<file path="src/verilog/ssv_pkg.sv">
// Constants and types for the safe-stop source supervisor.
// Assumes a 32-bit APB register bus and one control clock.
package ssv_pkg;
	localparam int          SEL_W        = 4;
	localparam int          ADDR_W       = 8;
	localparam int          EVT_BIT      = 30;
	localparam int          DF_BIT       = 31;
	localparam int          CMD_RST_BIT  = 0;
	localparam int          ST_SS_BIT    = 0;
	localparam int          ST_CARD_BIT  = 1;
	localparam int          ST_FIT_BIT   = 2;
	localparam int          ST_COAST_BIT = 3;
	localparam logic [7:0]  OFS_ALARM1   = 8'h00;
	localparam logic [7:0]  OFS_ALARM2   = 8'h04;
	localparam logic [7:0]  OFS_WARN1    = 8'h08;
	localparam logic [7:0]  OFS_WARN2    = 8'h0C;
	localparam logic [7:0]  OFS_CTRL     = 8'h10;
	localparam logic [7:0]  OFS_CMD      = 8'h14;
	localparam logic [7:0]  OFS_STAT     = 8'h18;
	localparam logic [3:0]  SEL_NONE     = 4'h0;
	localparam logic [3:0]  SEL_RLY_A    = 4'h1;
	localparam logic [3:0]  SEL_RLY_W    = 4'h3;
	localparam logic [3:0]  SEL_CARD_A   = 4'h4;
	localparam logic [3:0]  SEL_CARD_W   = 4'h5;
	localparam logic [3:0]  SEL_BOTH_A   = 4'h6;
	localparam logic [3:0]  SEL_BOTH_W   = 4'h7;
	localparam logic [3:0]  SEL_CA_RW    = 4'h8;
	localparam logic [3:0]  SEL_CW_RA    = 4'h9;
	localparam logic [3:0]  SEL_RESET    = SEL_RLY_A;

	typedef struct packed {
		logic alarm;
		logic warning;
	} ssv_evt_s;

	typedef struct packed {
		logic [3:0]  sel;
		logic        df_alarm;
		logic        rst_cmd;
		logic        coast;
		logic        pready;
		logic        pslverr;
		logic [31:0] prdata;
	} ssv_top_s;
endpackage

</file>
<file path="src/verilog/ssv_evt_if.sv">
// Carrier between the supervisor and one stop-source event latch.
// Assumes both ends run on the same control clock.
`timescale 1ns/10ps
`default_nettype none
interface ssv_evt_if;
	logic activate;
	logic as_alarm;
	logic clear_ok;
	logic reset_req;
	logic alarm;
	logic warning;

	modport ctl (output activate, as_alarm, clear_ok, reset_req,
		input alarm, warning);
	modport lat (input activate, as_alarm, clear_ok, reset_req,
		output alarm, warning);
endinterface
`default_nettype wire

</file>
<file path="src/verilog/ssv_top.sv">
// Safe-stop source supervisor: attributes stops, keeps alarm words.
// Assumes pins synchronous to i_mclk and an APB master on the bus.
`timescale 1ns/10ps
`default_nettype none
// Operation
// - Low safe-stop input, high card input active.
// - Card input decides which source stopped.
// - Selection 4: card stop coasts, latched alarm.
// - Selection 5: card stop gives warning, autorestart.
// - Selection 6: relay stop attributed separately.
// - Selection 7: both sources warn, autorestart.
// - Selections 8, 9 mix alarm and warning.
// - Selections 4-9 only with card fitted.
// - Trips of 68, 71 need manual reset; 72 clears only on system reset.
// - Events 68, 71 on bit 30.
// - Dangerous failure on secondary alarm bit 31.
// - Relay alarm clears after restore, then reset.
// - Relay warning clears when stop releases.
// - Card alarm clears after both release, reset.
// - Card warning clears when both inputs release.
// - Card active without stop gives failure alarm.
// - Selections 4, 5: stop without card fails.
// - Selections 0, 1, 3 ignore the card input.
module ssv_top (
	input  wire logic                       i_mclk,
	input  wire logic                       i_rst,
	input  wire logic                       i_safe_stop_n,
	input  wire logic                       i_card_status,
	input  wire logic                       i_card_fitted,
	input  wire logic                       i_reset_req,
	input  wire logic                       i_psel,
	input  wire logic                       i_penable,
	input  wire logic                       i_pwrite,
	input  wire logic [ssv_pkg::ADDR_W-1:0] i_paddr,
	input  wire logic [31:0]                i_pwdata,
	output logic [31:0]                     o_prdata,
	output logic                            o_pready,
	output logic                            o_pslverr,
	output logic                            o_coast
);
	import ssv_pkg::*;

	// ****************************************************************
	// Selection decoding
	// ****************************************************************

	function automatic logic card_aware(input logic [3:0] sel);
		card_aware = (sel >= SEL_CARD_A) && (sel <= SEL_CW_RA);
	endfunction

	// Card-aware selections are accepted only while the card is fitted.
	function automatic logic sel_allowed(input logic [3:0] sel,
		input logic fitted);
		sel_allowed = (sel == SEL_NONE) || (sel == SEL_RLY_A) ||
			(sel == SEL_RLY_W) || (fitted && card_aware(sel));
	endfunction

	// Alarm rather than warning for a card-initiated stop.
	function automatic logic card_is_alarm(input logic [3:0] sel);
		card_is_alarm = (sel == SEL_CARD_A) || (sel == SEL_BOTH_A) ||
			(sel == SEL_CA_RW);
	endfunction

	// Alarm rather than warning for a relay-initiated stop.
	function automatic logic relay_is_alarm(input logic [3:0] sel);
		relay_is_alarm = (sel == SEL_RLY_A) || (sel == SEL_BOTH_A) ||
			(sel == SEL_CW_RA);
	endfunction

	function automatic logic relay_shared(input logic [3:0] sel);
		relay_shared = (sel >= SEL_BOTH_A) && (sel <= SEL_CW_RA);
	endfunction

	function automatic logic [31:0] bit_word(input logic b, input int pos);
		bit_word = '0;
		bit_word[pos] = b;
	endfunction

	// ****************************************************************
	// State and input interpretation
	// ****************************************************************

	ssv_top_s st;
	ssv_top_s next_st;

	ssv_evt_if relay_evt ();
	ssv_evt_if card_evt ();

	logic ss_act;
	logic card_raw;
	logic card_req;
	logic aware;
	logic any_reset;
	logic df_trip;
	logic access;
	logic [31:0] alarm1;
	logic [31:0] alarm2;
	logic [31:0] warn1;
	logic [31:0] warn2;
	logic [31:0] stat;
	logic [31:0] rd_word;
	logic rd_hit;

	assign ss_act   = !i_safe_stop_n;
	assign card_raw = i_card_status;
	assign aware    = card_aware(st.sel);
	// The card input counts only in card-aware selections; the
	// safe-stop pin still stops the drive in every selection.
	assign card_req = aware && card_raw;
	assign any_reset = i_reset_req || st.rst_cmd;

	// Dangerous-failure combinations of the two inputs.
	assign df_trip = (card_req && !ss_act) ||
		(ss_act && !card_raw && ((st.sel == SEL_CARD_A) ||
		(st.sel == SEL_CARD_W)));

	// ****************************************************************
	// Source attribution and event latches
	// ****************************************************************

	// The card input names the source, since other devices may pull
	// the same safe-stop pin at the same time.
	always_comb begin
		card_evt.activate  = ss_act && card_req;
		card_evt.as_alarm  = card_is_alarm(st.sel);
		card_evt.clear_ok  = !ss_act && !card_raw;
		card_evt.reset_req = any_reset;
		relay_evt.activate = 1'b0;
		if (relay_shared(st.sel)) begin
			relay_evt.activate = ss_act && !card_raw;
		end else if (!aware && (st.sel != SEL_NONE)) begin
			relay_evt.activate = ss_act;
		end
		relay_evt.as_alarm  = relay_is_alarm(st.sel);
		relay_evt.clear_ok  = !ss_act;
		relay_evt.reset_req = any_reset;
	end

	ssv_latch u_relay (
		.i_mclk (i_mclk),
		.i_rst  (i_rst),
		.evt    (relay_evt.lat)
	);

	ssv_latch u_card (
		.i_mclk (i_mclk),
		.i_rst  (i_rst),
		.evt    (card_evt.lat)
	);

	// ****************************************************************
	// Status words
	// ****************************************************************

	assign alarm1 = bit_word(relay_evt.alarm, EVT_BIT);
	assign alarm2 = bit_word(card_evt.alarm, EVT_BIT) |
		bit_word(st.df_alarm, DF_BIT);
	assign warn1  = bit_word(relay_evt.warning, EVT_BIT);
	assign warn2  = bit_word(card_evt.warning, EVT_BIT);
	assign stat   = bit_word(ss_act, ST_SS_BIT) |
		bit_word(card_raw, ST_CARD_BIT) |
		bit_word(i_card_fitted, ST_FIT_BIT) |
		bit_word(st.coast, ST_COAST_BIT);

	always_comb begin
		rd_hit  = 1'b1;
		rd_word = '0;
		case (i_paddr)
			OFS_ALARM1: rd_word = alarm1;
			OFS_ALARM2: rd_word = alarm2;
			OFS_WARN1:  rd_word = warn1;
			OFS_WARN2:  rd_word = warn2;
			OFS_CTRL:   rd_word = {28'h0000000, st.sel};
			OFS_CMD:    rd_word = '0;
			OFS_STAT:   rd_word = stat;
			default:    rd_hit = 1'b0;
		endcase
	end

	// ****************************************************************
	// Next state: APB slave, failure trip, coast
	// ****************************************************************

	// Each access phase lasts two cycles: pready rises one edge after
	// penable, and the write or read acts on that same decision.
	assign access = i_psel && i_penable && !st.pready;

	always_comb begin
		next_st         = st;
		next_st.pready  = access;
		next_st.pslverr = 1'b0;
		next_st.rst_cmd = 1'b0;
		if (access) begin
			next_st.prdata  = i_pwrite ? 32'h00000000 : rd_word;
			next_st.pslverr = !rd_hit;
			if (i_pwrite && (i_paddr == OFS_CTRL) &&
				sel_allowed(i_pwdata[SEL_W-1:0], i_card_fitted)) begin
				next_st.sel = i_pwdata[SEL_W-1:0];
			end
			if (i_pwrite && (i_paddr == OFS_CMD)) begin
				next_st.rst_cmd = i_pwdata[CMD_RST_BIT];
			end
		end
		// Trip lock: no ordinary reset path touches this bit.
		if (df_trip) begin
			next_st.df_alarm = 1'b1;
		end
		next_st.coast = ss_act || next_st.df_alarm ||
			card_evt.alarm || card_evt.warning ||
			relay_evt.alarm || relay_evt.warning;
	end

	always_ff @(posedge i_mclk) begin
		if (i_rst) begin
			st     <= '0;
			st.sel <= SEL_RESET;
		end else begin
			st <= next_st;
		end
	end

	assign o_prdata  = st.prdata;
	assign o_pready  = st.pready;
	assign o_pslverr = st.pslverr;
	assign o_coast   = st.coast;
endmodule
`default_nettype wire

</file>
<file path="src/verilog/ssv_latch.sv">
// Alarm or warning latch for one safe-stop source.
// Assumes activate and clear_ok are mutually exclusive conditions.
`timescale 1ns/10ps
`default_nettype none
module ssv_latch (
	input  wire logic i_mclk,
	input  wire logic i_rst,
	ssv_evt_if.lat    evt
);
	import ssv_pkg::*;

	ssv_evt_s st;
	ssv_evt_s next_st;

	// A trip only leaves with a manual reset once inputs are healthy;
	// a new activation in the same cycle keeps it set.
	always_comb begin
		next_st = st;
		if (evt.activate && evt.as_alarm) begin
			next_st.alarm = 1'b1;
		end else if (evt.reset_req && evt.clear_ok) begin
			next_st.alarm = 1'b0;
		end
		if (evt.activate && !evt.as_alarm) begin
			next_st.warning = 1'b1;
		end else if (evt.clear_ok) begin
			next_st.warning = 1'b0;
		end
	end

	always_ff @(posedge i_mclk) begin
		if (i_rst) begin
			st <= '0;
		end else begin
			st <= next_st;
		end
	end

	assign evt.alarm   = st.alarm;
	assign evt.warning = st.warning;
endmodule
`default_nettype wire

</file>
<file path="config.mk">
export PLATFORM = sky130hd
export DESIGN_NAME = ssv_top
export DESIGN_NICKNAME = d
export VERILOG_FILES = /design/src/verilog/ssv_pkg.sv /design/src/verilog/ssv_evt_if.sv /design/src/verilog/ssv_top.sv /design/src/verilog/ssv_latch.sv
export SDC_FILE = /design/constraint.sdc
export NUM_CORES = 1
export LEC_CHECK = 0
export ABC_AREA = 1
export BUFFER_PORTS_ARGS = -buffer_cell sky130_fd_sc_hd__buf_2
export CAP_MARGIN = 20
export CORE_ASPECT_RATIO = 1.75
export CORE_MARGIN = 10
export CORE_UTILIZATION = 42
export CTS_CLUSTER_SIZE = 16
export DETAILED_ROUTE_END_ITERATION = 10
export PLACE_DENSITY = 0.76
export SYNTH_ARGS = -nofsm -noshare
export SYNTH_HDL_FRONTEND = slang
export SYNTH_SLANG_ARGS = --single-unit
</file>
<file path="constraint.sdc">
create_clock -name i_mclk -period 1.45 [get_ports i_mclk]
set_clock_uncertainty 0.15 [all_clocks]
set_input_delay 0.2175 -clock i_mclk [delete_from_list [all_inputs] [get_ports i_mclk]]
set_output_delay 0.2175 -clock i_mclk [all_outputs]
set_load 0.01 [all_outputs]
</file>
; Word-level counts from Yosys, hierarchy flattened
; Cells that the tools add are included.
[totals]
regBits = 45
word_cells = 105
[op_classes]
order_cmp = 5
eq_ne = 14
n_mux = 14
n_bitwise = 6
n_reduce_logical = 55
[ops]
columns = op, n
row1 = 32-bit case mux with 6 select lines, 1
row2 = 32-bit two-way mux, 1
row3 = 31-bit by 32-bit bitwise OR with 32-bit output, 1
row4 = 8-bit by 5-bit equality test with 1-bit output (second input constant), 3
row5 = 1-bit logical AND, 22
row6 = 8-bit by 4-bit equality test with 1-bit output (second input constant), 2
row7 = 1-bit logical OR, 15
row8 = 4-bit by 3-bit equality test with 1-bit output (second input constant), 3
row9 = 4-bit by 3-bit greater-or-equal comparator with 1-bit output (second input constant), 3
row10 = 1-bit two-way mux, 12
row11 = 4-bit by 1-bit equality test with 1-bit output (second input constant), 2
row12 = 4-bit equality test (second input constant), 2
row13 = 8-bit by 3-bit equality test with 1-bit output (second input constant), 1
row14 = 4-bit <= comparator (second input constant), 2
row15 = 8-bit zero test, 1
row16 = 2-bit nonzero test, 4
row17 = 1-bit zero test, 7
row18 = 7-bit OR reduction, 1
row19 = 4-bit by 2-bit equality test with 1-bit output (second input constant), 1
row20 = 4-bit zero test, 1
row21 = 3-bit by 4-bit bitwise OR with 4-bit output, 1
row22 = 4-bit nonzero test, 1
row23 = 2-bit by 3-bit bitwise OR with 3-bit output, 1
row24 = 3-bit OR reduction, 1
row25 = other kinds (4), 5

; Longest topological paths before layout
[logic_depth]
depth_word = 11
mapped_depth = 9
ltp_nobuf = 9

; By module
; A second synthesis with hierarchy kept.
[unflattened]
cells_unflattened = 204
area_unflattened_um2 = 1331.3
[modules_own_cells]
columns = module, instances, cells_each, area_per_inst_um2, seq_area_each_um2
row1 = ssv_top, 1, 182, 1171.1, 300.3
row2 = ssv_latch, 2, 11, 80.1, 40.0

; Worst setup path before layout
; OpenSTA, ideal clock, no wires.
[synth_path]
path_kind = register -> register
from = register st, in the netlist o_pready
to = register st[37] (netlist bit)
setup_ns = 0.129
t_arrival_ns = 0.943
slack_ns = 0.228
path_stages_with_launch = 7
n_path_buf = 0
path_cell_list = dfxtp_1 -> nor2_2 -> inv_1 -> nor2_2 -> nand3_4 -> nand2_1 -> o211ai_1
[synth_between]
elab_chain_len = 3
[synth_lines]
columns = item, line
row1 = start: declaration, ssv_top.sv:83  ; ssv_top_s st;
row2 = start signal: assignment, ssv_top.sv:218  ; st <= next_st;
row3 = 1-bit zero test, ssv_top.sv:186  ; assign access = i_psel && i_penable && !st.pready;
row4 = 1-bit logical AND, ssv_top.sv:186
row5 = 2-bit AND reduction (no line), n/a
; Every way passes these cells.
; A chain may end at the register's enable or synchronous reset.

; Worst setup path after layout
[layout_path]
from = register st[40] (netlist bit)
to = register u_card.st, in the netlist u_card.evt.warning
[layout_between]
elab_chain_len = 6
[layout_lines]
columns = item, line
row1 = 4-bit by 3-bit greater-or-equal comparator with 1-bit output (tied with other cells), ssv_top.sv:48  ; card_aware = (sel >= SEL_CARD_A) && (sel <= SEL_CW_RA);
row2 = 1-bit logical AND / 1-bit logical OR (equally long branches), "ssv_top.sv:48, ssv_top.sv:60"
row3 = 1-bit logical AND / 1-bit logical OR (equally long branches), "ssv_top.sv:109, ssv_top.sv:60"
row4 = 1-bit logical AND / 1-bit zero test (equally long branches), "ssv_top.sv:124, ssv_latch.sv:24"
row5 = 1-bit logical AND *, ssv_latch.sv:24  ; if (evt.activate && !evt.as_alarm) begin
row6 = 1-bit two-way mux / 2-bit nonzero test (equally long branches), n/a
row7 = end signal: assignment, ssv_latch.sv:35  ; st <= next_st;
row8 = end: declaration, ssv_latch.sv:12  ; ssv_evt_s st;
; Every way passes the cells marked *; elsewhere a longest branch is shown, timed or not.

==> results.py <==
metrics = {
    "sta": {
        "fin_crit_sh": 0.955,
        "final.min_clock_period_ps": 1380,
        "timing.hold.ws_ps": 56.4,
        "rsz0062_at_grt": "no",
        "timing.setup.tns_ps": 0,
        "fin_ws_ps": 65.3,
        "hold_viol_final": 0,
        "setup_violations": 0,
        "finalMaxSlewViolations": 0,
        "fmax_mhz": 722,
    },
    "layout": {
        "diodes": 0,
        "postLayoutCellArea_sq_um": 1440,
        "syn_to_final_growth_pct": 9.72,
        "layout.nets": 277,
        "mostFrequentLayoutCells": "nand2_1, buf_2, conb_1",
        "multi_input_area_sq_um": 693,
        "fillCellCount": 333,
        "final_common_cell": "nand2_1",
        "layout-drive-gt1-share": 0.260,
        "ff_latch_area_sq_um": 383,
    },
    "clock_network": {
        "htree_levels": 1,
        "cts-hold-fix-buffers": 0,
        "cts_buffers": 3,
        "cts_tree": "done",
        "root_buffer": "clkbuf_8",
        "clockBufferDepth": 2,
        "insertion_delay_ps": 250,
        "path_clk_slew_ps": 70,
        "clock_sinks": 19,
    },
    "die": {
        "ios": 84,
        "start_util": 0.443,
        "core_region_area_sq_um": 2960,
        "dieArea_sq_um": 5850,
        "die_y_um": 94.0,
        "die_w_um": 62.3,
        "rows": 26,
    },
    "global_route": {
        "grt_overflow": 0,
        "grt_pass1_wl_um": 4880,
        "grt_start_max_net_pins": 11,
        "grt.total_usage": 0.0980,
        "first_global_vias": 1242,
        "antenna_found_initial": 0,
    },
    "synth": {
        "synth-seq-cells": 19,
        "yosysSeqAreaShare": 0.290,
        "netlist_area_sq_um": 1310,
        "ys_types": 28,
        "ys_async_sr_fraction": 0,
        "synth_edf_count": 0,
        "avgSynthCellArea_sq_um": 6.60,
        "ys.flop_type": "dfxtp_1",
        "synth_top_area_frac": 0.290,
        "yosys_warnings": 0,
        "synth_largest_area_cell": "dfxtp_1",
        "synth_area_leaders": "dfxtp_1, buf_4, nand2_1",
        "synthCells": 199,
    },
    "power_and_ir_drop": {
        "power_frac_comb": 0.139,
        "intPower_uw": 769,
        "p_leak_nw": 0.760,
        "p_sw_frac": 0.266,
        "p_switching_uw": 279,
        "pwr-share-clk": 0.352,
        "power.density_nw_per_um2": 728,
        "p_seq_frac": 0.509,
        "ir_worst_vdd_mv": 0.431,
    },
    "placement": {
        "portBuffers": 29,
        "place.gp.congestion": 0.893,
        "dp_hpwl_um": 2540,
        "post-place-ws_ps": 84.1,
        "placed_cell_area_sq_um": 1380,
    },
    "critical_path": {
        "arrival_ps": 1390,
        "required_ps": 1450,
        "crit_type": "register to register",
        "end_kind": "register",
        "start_kind": "register",
        "crit_fanout": 5,
    },
    "route": {
        "vias_per_cell": 4.50,
        "wl_per_cell_um": 11.1,
        "dr.first_iter.drc_count": 17,
        "wl_um": 2990,
        "route.detailed.drc": 0,
        "first_pass_iters": 4,
        "vias": 1211,
        "ant_nets": 0,
    },
    "run_status": {
        "status": "finished clean",
    },
    "worst_hold_path": {
        "hold_class": "input pin to register",
    },
    "run": {
        "max-cap-violations": 0,
    },
}
worst max-delay path, cell delays in order (launching register included):
cell,delay [ps]
dfxtp_1,410
inv_2,90
o31ai_1,370
nor2_1,90
a21oi_1,120
nor2_1,50
synth_stat cells (2+ instances only):
master     n
inv_2      3
inv_1     22
nand4_1    2
o21ai_0    7
nand2_1   51
a21oi_2    5
nor4_1     2
buf_4     32
nand2_2    2
a21oi_1    7
o211ai_1   2
nor2_2     4
nand3_1    7
nor2_1    21
dfxtp_1   19
per-layer routing:
metal,track usage,up-vias,share of wire
met4,0.0393,0,0.014
met3,0.0323,6,0.071
met2,0.196,43,0.55
li1,-,619,-
met5,0,-,0
met1,0.0865,543,0.36
cell type report:
| class | count | share of cell area |
|---|---|---|
| Tap cell | 42 | 0.0365 |
| Timing Repair Buffer | 32 | 0.116 |
| Clock buffer | 4 | 0.0313 |
| Inverter | 26 | 0.0686 |
| Sequential cell | 19 | 0.266 |
| Multi-Input combinational cell | 146 | 0.481 |
per-stage QoR:
step / power [mW] / std cells / utilization
after floorplan: 0.684 / 224 / -
after global placement: 0.687 / 264 / 0.464
after detailed placement: 0.689 / 264 / 0.464
after CTS: 1.05 / 268 / 0.480
after global routing: 1.09 / 269 / 0.486
final: 1.05 / 269 / 0.486
registers in the layout, indices dropped and copies added, names as in the netlist:
signal / flops
o_prdata: 6
o_coast: 1
st: 6
u_relay.evt.warning: 1
u_relay.evt.alarm: 1
o_pslverr: 1
u_card.evt.warning: 1
u_card.evt.alarm: 1
o_pready: 1
power groups by stage:
| stage | Sequential [mW] | Clock [mW] | Combinational, mW |
|---|---|---|---|
| final | 0.533 | 0.369 | 0.146 |
| after detailed placement | 0.545 | 0 | 0.143 |
| after floorplan | 0.547 | 0 | 0.137 |
| after global routing | 0.534 | 0.390 | 0.167 |
| after CTS | 0.533 | 0.371 | 0.144 |
| after global placement | 0.545 | 0 | 0.142 |
logic make-up (layout without fill, tap and decap cells):
kind of cell | after synthesis | after routing | synth area share
AO/OA/AOI/OAI | 24 | 24 | 0.115
buffers and inverters | 59 | 62 | 0.261
flip-flops | 19 | 19 | 0.290
other | 1 | 26 | 0.00286
AND/OR/NAND/NOR | 96 | 96 | 0.331
timing repair:
item | CTS | global route
hold endpoints to repair | 0 | 0
gates resized for setup | 0 | 6
setup buffers | 0 | 1
endpoints found under the setup margin | 0 | 3
path summary, 6_finish.rpt:
kind / cells past startpoint / to / start / slack, ps
worst max register to register: 5 / u_card.evt.warning / st[40] / 70
worst min register to register: 2 / o_prdata[31] / o_prdata[31] / 320
worst max-delay path: 5 / u_card.evt.warning / st[40] / 70
worst min-delay path: 3 / st[38] / i_pwdata[1] / 60
Note: power is estimated with default switching activity, not from simulation.
